[src/core/bml_pkg.sv]
// Purpose: shared constants for the boot-mode select loader
// Assumes: 24-bit word addresses, 32-bit words
// Notes:   one place for the map addresses and width codes; irq select codes stay in the loader
package bml_pkg;
  // ----------------------------------------------------------------
  // address map
  // ----------------------------------------------------------------
  localparam logic [23:0] ROM_LO        = 24'h000000;
  localparam logic [23:0] ROM_HI        = 24'h000fff;
  localparam logic [23:0] BOOT_ADDR_0   = 24'h001000;
  localparam logic [23:0] BOOT_ADDR_1   = 24'h400000;
  localparam logic [23:0] BOOT_ADDR_2   = 24'hfff000;
  localparam logic [23:0] SRAM_VEC_BASE = 24'h809fc1;
  localparam logic [23:0] STACK_LO      = 24'h809800;
  localparam logic [23:0] STACK_HI      = 24'h809801;
  // ----------------------------------------------------------------
  // vectors and formats
  // ----------------------------------------------------------------
  localparam int          VEC_COUNT     = 64;
  localparam logic [1:0]  WID_8         = 2'h0;
  localparam logic [1:0]  WID_16        = 2'h1;
  localparam logic [1:0]  WID_32        = 2'h2;
  localparam int          SER_BITS      = 32;
  localparam int          WORD_W        = 32;
  typedef enum logic [2:0] {
    ST_IDLE, ST_WAIT_SEL, ST_FETCH, ST_SERIAL, ST_DONE
  } bml_state_e;
endpackage

[src/core/bml_stream_if.sv]
// Purpose: valid/ready word stream between loader modules
// Assumes: single clock
// Notes:   data held by source until ready
`timescale 1ns/1ps
interface bml_stream_if #(parameter int W = 32);
  logic         valid;
  logic         ready;
  logic [W-1:0] data;
  modport src (output valid, output data, input ready);
  modport snk (input valid, input data, output ready);
endinterface

[src/core/bml_skid_buf.sv]
// Purpose: two-entry buffer in the boot data path
// Assumes: synchronous active-high reset
// Notes:   honest full and empty, no word lost on stall
`timescale 1ns/1ps
module bml_skid_buf #(
  parameter int W     = 32,
  parameter int DEPTH = 2
) (
  // clock and reset
  input  wire logic core_clk_i,
  input  wire logic rst_i,
  // streams
  bml_stream_if.snk in_s,
  bml_stream_if.src out_s
);
  localparam int AW = $clog2(DEPTH);
  logic [W-1:0]  mem [DEPTH];
  logic [AW-1:0] wr_ptr,  next_wr_ptr;
  logic [AW-1:0] rd_ptr,  next_rd_ptr;
  logic [AW:0]   count,   next_count;
  logic          push, pop;

  assign in_s.ready  = (count != (AW+1)'(DEPTH));
  assign out_s.valid = (count != '0);
  assign out_s.data  = mem[rd_ptr];
  assign push        = in_s.valid && in_s.ready;
  assign pop         = out_s.valid && out_s.ready;

  function automatic logic [AW-1:0] inc(input logic [AW-1:0] p);
    inc = (p == AW'(DEPTH-1)) ? '0 : p + 1'b1;
  endfunction

  always_comb begin
    next_wr_ptr = push ? inc(wr_ptr) : wr_ptr;
    next_rd_ptr = pop ? inc(rd_ptr) : rd_ptr;
    next_count  = count + (AW+1)'(push) - (AW+1)'(pop);
  end

  always_ff @(posedge core_clk_i) begin
    if (rst_i) begin
      wr_ptr <= '0;
      rd_ptr <= '0;
      count  <= '0;
    end else begin
      wr_ptr <= next_wr_ptr;
      rd_ptr <= next_rd_ptr;
      count  <= next_count;
    end
    if (push) begin
      mem[wr_ptr] <= in_s.data;
    end
  end
endmodule

[src/core/bml_boot_loader.sv]
// Purpose: boot-mode select, rom decode and boot data fetch
// Assumes: all pins synchronous to core_clk_i
// Notes:   boot data delivered as a 32-bit word stream
// Notes on behaviour
// - strap high maps rom at 0x000000-0x000fff
// - boot starts in rom, no bus until selection
// - irq0-2 fetch from fixed start, 8/16/32 wide
// - irq3 boots serially, 32-bit words, host clocked
// - fixed rom vectors point into sram 0x809fc1
// - stack words 0x809800 and 0x809801 used
// - flag pin0 undriven from reset
// - edge detection suspended after reset
`timescale 1ns/1ps
module bml_boot_loader import bml_pkg::*; (
  // clock and reset
  input  wire logic        core_clk_i,
  input  wire logic        rst_i,
  // strap and boot selection
  input  wire logic        boot_rom_select_strap_i,
  input  wire logic [3:0]  ext_irq_n_i,
  input  wire logic [1:0]  boot_width_i,
  input  wire logic        boot_done_i,
  // cpu side
  input  wire logic        cpu_req_i,
  input  wire logic [23:0] cpu_addr_i,
  output logic             rom_sel_o,
  output logic [31:0]      rom_data_o,
  output logic             rom_boot_mode_o,
  output logic             external_program_mode_o,
  output logic [23:0]      stack_base_o,
  output logic             boot_active_o,
  // boot word stream to cpu
  output logic             boot_valid_o,
  output logic [31:0]      boot_data_o,
  input  wire logic        boot_ready_i,
  // external bus
  output logic             ext_req_o,
  output logic [23:0]      ext_addr_o,
  input  wire logic [31:0] ext_rdata_i,
  input  wire logic        ext_ack_i,
  // serial port
  input  wire logic        ser_clk_i,
  input  wire logic        ser_fs_i,
  input  wire logic        ser_dat_i,
  // flag pin and interrupt mode
  input  wire logic        flag0_drive_low_i,
  output logic             general_flag_pin0_o,
  output logic             general_flag_pin0_oe_o,
  input  wire logic        edge_trigger_select_i,
  output logic             edge_trigger_select_o
);
  // ----------------------------------------------------------------
  // state
  // ----------------------------------------------------------------
  bml_state_e  state,      next_state;
  logic [23:0] fetch_addr, next_fetch_addr;
  logic [31:0] asm_word,   next_asm_word;
  logic [5:0]  fill,       next_fill;
  logic        word_full,  next_word_full;
  logic        ser_clk_q,  next_ser_clk_q;
  logic        ser_on,     next_ser_on;
  logic        flag_oe,    next_flag_oe;
  logic [31:0] rom_q,      next_rom_q;
  logic        rom_hit;
  logic [5:0]  lane_bits;
  logic        boot_bus;
  bml_stream_if #(.W(WORD_W)) w_in ();
  bml_stream_if #(.W(WORD_W)) w_out ();

  // ----------------------------------------------------------------
  // helpers
  // ----------------------------------------------------------------
  function automatic logic [2:0] sel_irq(input logic [3:0] n);
    case (n)
      4'he:    sel_irq = 3'h4;
      4'hd:    sel_irq = 3'h5;
      4'hb:    sel_irq = 3'h6;
      4'h7:    sel_irq = 3'h7;
      default: sel_irq = 3'h0;
    endcase
  endfunction

  function automatic logic [5:0] width_bits(input logic [1:0] w);
    case (w)
      WID_8:   width_bits = 6'h08;
      WID_16:  width_bits = 6'h10;
      default: width_bits = 6'h20;
    endcase
  endfunction

  assign lane_bits = width_bits(boot_width_i);
  // strap low leaves the range to the external bus
  assign rom_hit   = boot_rom_select_strap_i && cpu_addr_i <= ROM_HI;
  assign boot_bus  = (state == ST_FETCH) && !word_full;

  // ----------------------------------------------------------------
  // boot sequencer
  // ----------------------------------------------------------------
  always_comb begin
    next_state      = state;
    next_fetch_addr = fetch_addr;
    next_asm_word   = asm_word;
    next_fill       = fill;
    next_word_full  = word_full && !w_in.ready;
    next_ser_clk_q  = ser_clk_i;
    next_ser_on     = ser_on;
    next_flag_oe    = flag_oe || flag0_drive_low_i;
    next_rom_q      = '0;
    if (cpu_req_i && rom_hit && cpu_addr_i < 24'(VEC_COUNT)) begin
      next_rom_q = {8'h00, SRAM_VEC_BASE + cpu_addr_i};
    end
    if (word_full && w_in.ready) begin
      next_fill = '0;
    end
    case (state)
      ST_IDLE: begin
        next_state = boot_rom_select_strap_i ? ST_WAIT_SEL : ST_DONE;
      end
      ST_WAIT_SEL: begin
        // level sampling: exactly one pin held low is a request
        case (sel_irq(ext_irq_n_i))
          3'h4: begin
            next_state      = ST_FETCH;
            next_fetch_addr = BOOT_ADDR_0;
          end
          3'h5: begin
            next_state      = ST_FETCH;
            next_fetch_addr = BOOT_ADDR_1;
          end
          3'h6: begin
            next_state      = ST_FETCH;
            next_fetch_addr = BOOT_ADDR_2;
          end
          3'h7: begin
            next_state = ST_SERIAL;
          end
          default: begin
            next_state = ST_WAIT_SEL;
          end
        endcase
        if (!boot_rom_select_strap_i) begin
          next_state = ST_DONE;
        end
      end
      ST_FETCH: begin
        if (boot_bus && ext_ack_i) begin
          // little-end lanes first; narrow sources pack in order
          case (boot_width_i)
            WID_8:   next_asm_word = {ext_rdata_i[7:0], asm_word[31:8]};
            WID_16:  next_asm_word = {ext_rdata_i[15:0], asm_word[31:16]};
            default: next_asm_word = ext_rdata_i;
          endcase
          next_fetch_addr = fetch_addr + 24'h000001;
          next_fill       = fill + lane_bits;
          next_word_full  = (fill + lane_bits) >= 6'(WORD_W);
        end
        if (boot_done_i) begin
          next_state = ST_DONE;
        end
      end
      ST_SERIAL: begin
        // rising edge of the host serial clock
        if (ser_clk_i && !ser_clk_q && !word_full) begin
          if (ser_fs_i || ser_on) begin
            next_asm_word  = {asm_word[30:0], ser_dat_i};
            next_fill      = fill + 6'h01;
            next_ser_on    = (fill + 6'h01) != 6'(SER_BITS);
            next_word_full = (fill + 6'h01) == 6'(SER_BITS);
          end
        end
        if (boot_done_i) begin
          next_state = ST_DONE;
        end
      end
      ST_DONE: begin
        next_state = ST_DONE;
      end
      default: begin
        next_state = ST_IDLE;
      end
    endcase
  end

  always_ff @(posedge core_clk_i) begin
    if (rst_i) begin
      state      <= ST_IDLE;
      fetch_addr <= '0;
      asm_word   <= '0;
      fill       <= '0;
      word_full  <= 1'b0;
      ser_clk_q  <= 1'b0;
      ser_on     <= 1'b0;
      flag_oe    <= 1'b0;
      rom_q      <= '0;
    end else begin
      state      <= next_state;
      fetch_addr <= next_fetch_addr;
      asm_word   <= next_asm_word;
      fill       <= next_fill;
      word_full  <= next_word_full;
      ser_clk_q  <= next_ser_clk_q;
      ser_on     <= next_ser_on;
      flag_oe    <= next_flag_oe;
      rom_q      <= next_rom_q;
    end
  end

  // ----------------------------------------------------------------
  // word buffer and outputs
  // ----------------------------------------------------------------
  assign w_in.valid   = word_full;
  assign w_in.data    = asm_word;
  assign w_out.ready  = boot_ready_i;
  assign boot_valid_o = w_out.valid;
  assign boot_data_o  = w_out.data;

  bml_skid_buf #(.W(WORD_W), .DEPTH(2)) u_buf (
    .core_clk_i (core_clk_i),
    .rst_i      (rst_i),
    .in_s       (w_in),
    .out_s      (w_out)
  );

  // no external cycles while waiting on selection
  assign ext_req_o  = boot_bus || (state == ST_DONE && cpu_req_i && !rom_hit);
  assign ext_addr_o = (state == ST_FETCH) ? fetch_addr : cpu_addr_i;
  assign rom_sel_o  = cpu_req_i && rom_hit;
  assign rom_data_o = rom_q;
  assign stack_base_o            = STACK_LO;
  assign boot_active_o           = (state == ST_FETCH) || (state == ST_SERIAL);
  assign rom_boot_mode_o         = boot_rom_select_strap_i;
  assign external_program_mode_o = !boot_rom_select_strap_i;
  assign general_flag_pin0_o     = 1'b0;
  assign general_flag_pin0_oe_o  = flag_oe;
  assign edge_trigger_select_o   = edge_trigger_select_i && (state == ST_DONE);
endmodule

[config.mk]
export PLATFORM = sky130hd
export DESIGN_NAME = bml_boot_loader
export DESIGN_NICKNAME = d
export VERILOG_FILES = /design/src/core/bml_pkg.sv /design/src/core/bml_stream_if.sv /design/src/core/bml_skid_buf.sv /design/src/core/bml_boot_loader.sv
export SDC_FILE = /design/constraint.sdc
export NUM_CORES = 1
export LEC_CHECK = 0
export BUFFER_PORTS_ARGS = -buffer_cell sky130_fd_sc_hd__buf_2
export CORE_ASPECT_RATIO = 0.9
export CORE_MARGIN = 2
export CORE_UTILIZATION = 57
export DETAILED_ROUTE_END_ITERATION = 6
export PLACE_DENSITY = 0.84
export SLEW_MARGIN = 15
export SYNTH_ARGS = -nofsm -noshare
export SYNTH_HDL_FRONTEND = slang
export SYNTH_SLANG_ARGS = --single-unit
[constraint.sdc]
create_clock -name core_clk_i -period 5.1 [get_ports core_clk_i]
set_input_delay 1.02 -clock core_clk_i [delete_from_list [all_inputs] [get_ports core_clk_i]]
set_output_delay 1.02 -clock core_clk_i [all_outputs]
set_load 0.005 [all_outputs]
==> impl_metrics.csv <==
group,metric,value,unit
routing,ant_nets,0,
setup_path,path_class,"reg2out",
sta,finalSetupViolCount,0,
sta,drv_slew,0,
routing,vias,6904,
setup_path,cpMostUsedCell,"nand2_1",
clock_network,cts-root-buf,"clkbuf_16",
place,globalplace.congestion,0.9291,
final_layout,final_nets,1103,
power_and_ir_drop,ir_drop,0.0002548,V
sta,hold_ws,479.4,ps
setup_path,critPathRequiredTime,4080,ps
final_layout,drive_gt1_share,23.91,%
global_routing,grt_pass1_wl,30650,um
place,io_buffer_count,161,
floorplanning,die_w,129.6,um
global_routing,grt_pass1_vias,6026,
clock_network,ctsLongestPathBuffers,2,
setup_path,critPathTopFamily,"simple AND/OR/NAND/NOR gates",
floorplanning,ioPinCount,195,
yosys,ys_ff_latch,162,
sta,period_share,72.42,%
floorplanning,fp.dieH,117.0,um
routing,drt_pass1_iterations,5,
floorplanning,die-area,15170,um^2
global_routing,track_usage,26.06,%
yosys,netlist.area_leader.share,24.24,%
setup_path,startpoint_type,"register",
setup_path,worst_path_largest_cell_delay,820,ps
routing,detail_route.wirelength,19810,um
power_and_ir_drop,p_leak,3.943,nW
sta,worst_slew_pin_slew,1140,ps
status,status,"complete, no violations",
final_layout,diodes,0,
clock_network,cts.repair.resized,0,
setup_path,arrival,2670,ps
final_layout,multi_input_area,3815,um^2
setup_path,crit_path_end_kind,"output port",
setup_path,crit_chain,"buf_4 -> inv_1 -> nand2_1 -> nand2_1 -> nand2_1 -> buf_2",
routing,initialDrtViolationCount,745,
global_routing,antenna_found_initial,0,
sta,slew-limit-headroom,23.76,%
clock_network,cts_tree,"built",
clock_network,clk_pin_slew_worst_paths,70,ps
yosys,yosys_warnings,0,
yosys,synthFlopType,"dfxtp_1",
yosys,ys_seq_area_share,47.99,%
final_layout,syn2layout_area_growth,17.05,%
sta,hold_viol_final,0,
sta,fin_skew,8.014,ps
floorplanning,core,13950,um^2
global_routing,grt_remaining_overflow,0,
setup_path,worst_path_max_delay_cell,"nand2_1",
hold_path,hp-class,"reg2reg",
routing,drc,0,
yosys,synth.top_cells.by_area,"dfxtp_1 24%, edfxtp_1 24%, nand2_1 7.2%",
sta,setup_tns,0,ps
clock_network,insertion_delay,430,ps
yosys,synth.distinct_cells,62,
sta,fmax,270.7,MHz
power_and_ir_drop,power,0.002908,W
clock_network,cts_setup_buffers,0,
sta,rsz0062_at_grt,"no",
power_and_ir_drop,powerDensity,306.9,nW/um^2
flow_run,drv_cap,0,
floorplanning,start_util,58.00,%
yosys,syn-mean-instance-area,9.175,um^2
setup_path,critical_path_buf_inv_count,3,
routing,vias_per_cell,5.631,
global_routing,grt_max_degree,68,
yosys,synthCells,882,
floorplanning,rows,41,
routing,wl_per_cell,16.16,um
sta,min_period,3694,ps
yosys,synth_edf_count,64,
clock_network,cts_max_level,4,
place,dp_hpwl,13690,um
setup_path,crit_fanout,37,
yosys,synth_area_leader_cell,"dfxtp_1",
final_layout,seqCellArea,3884,um^2
final_layout,fillCellCount,1143,
clock_network,cts_sinks,162,
setup_path,r2r_slack,2250,ps
yosys,syn_area,8093,um^2
clock_network,hold_buffers,0,
clock_network,numCtsBuffers,17,
yosys,synth-async-reset-ratio,0,%
## per-stage QoR
step	util [%]	worst slack, ps	cells	cell area [um^2]
2_1_floorplan	-	2099	921	8239
3_3_place_gp	63.65	1840	1194	8881
3_5_place_dp	63.65	1727	1194	8881
4_1_cts	67.89	1429	1226	9473
5_1_grt	67.89	1223	1226	9473
6_report	67.89	1406	1226	9473
## per-layer routing
| layer | global-route usage [%] | routed length, um | vias up |
|---|---|---|---|
| met5 | 0 | 0 | - |
| met4 | 10.32 | 423 | 0 |
| met3 | 4.682 | 1360 | 37 |
| met2 | 39.34 | 9164 | 302 |
| met1 | 37.50 | 8863 | 3224 |
| li1 | - | - | 3341 |
## worst reg2reg max path, cell delays in order (launching register included)
cell and delay [ps]:
dfxtp_1 480, nor3b_1 450, nand2_1 380, nand2_2 950, nor2_1 170, a311oi_1 320
## layout by cell type (no fill, tap or decap), types with 11 or more instances in the layout
master and count:
a311oi_1 33, mux2_2 32, conb_1 41, edfxtp_1 64, nor3_1 11, nor2_1 88, inv_1 17, clkbuf_16 17
and3_1 11, xor2_1 12, a21oi_1 18, nand3_1 43, mux2i_1 36, dfxtp_1 98, o21ai_0 54, nand2_1 155
buf_2 161, a31oi_1 12
## Yosys cell counts, types with 2 or more instances
cell type	number
a21o_1	2
nand2_1	155
and3_1	11
a21oi_1	18
buf_1	9
nand4b_1	4
conb_1	2
nand3_1	43
nor3_1	11
a311oi_1	33
edfxtp_1	64
o21a_1	2
ha_1	8
mux2_2	32
nand3b_1	2
inv_1	17
nand4_1	7
a41oi_1	2
nor2_1	91
and2_1	3
buf_4	34
clkbuf_1	40
or2_2	3
a221oi_1	4
nor4_1	5
o2111ai_1	3
a31oi_1	12
xor2_1	12
or4_1	4
and4_1	2
mux2i_1	36
o21ai_0	54
xnor2_1	10
o211ai_1	4
a211oi_1	3
buf_2	6
nor2b_1	6
or3_1	4
nand2b_1	4
dfxtp_1	98
## path summary, 6_finish.rpt
check / from / end / depth (start not counted)
setup / recovery: state[0] / ext_addr_o[11] / 6
setup reg to reg: state[1] / asm_word[25] / 5
hold reg to reg: general_flag_pin0_oe_o / general_flag_pin0_oe_o / 2
hold / removal: general_flag_pin0_oe_o / general_flag_pin0_oe_o / 2
## sequential cells by signal, indices dropped and copies added (netlist names), 2 cells and up, named ones only
| signal | cells |
|---|---|
| state | 3 |
| asm_word | 32 |
| u_buf.count | 2 |
| u_buf.mem | 64 |
| rom_data_o | 24 |
| fill | 6 |
| fetch_addr | 24 |
## final cells by class
type | instances | share of cell area [%]
clock buffers | 17 | 4.491
well taps | 193 | 2.549
multi-input cells | 651 | 40.27
repair buffers | 170 | 9.219
clock inverters | 15 | 1.757
flip-flops and latches | 162 | 41.00
inverters | 18 | 0.7132
## kinds of logic (layout without fill, tap and decap cells)
family,count (synthesis),in the layout,synth area share (%)
AO/OA/AOI/OAI,147,147,12.07
XOR/XNOR,22,22,2.381
adder cells (fa/ha/maj),9,9,1.484
buffers and inverters,108,220,6.772
flip-flops,162,162,47.99
multiplexers,68,68,8.905
other,2,41,0.09280
AND/OR/NAND/NOR,364,364,20.30
## power by group
| group | internal, W | switching [W] |
|---|---|---|
| clock | 0.000696 | 0.000560 |
| sequential | 0.00135 | 0.0000105 |
| combinational | 0.000133 | 0.000158 |
No activity file was read; power rests on OpenSTA's default activity.
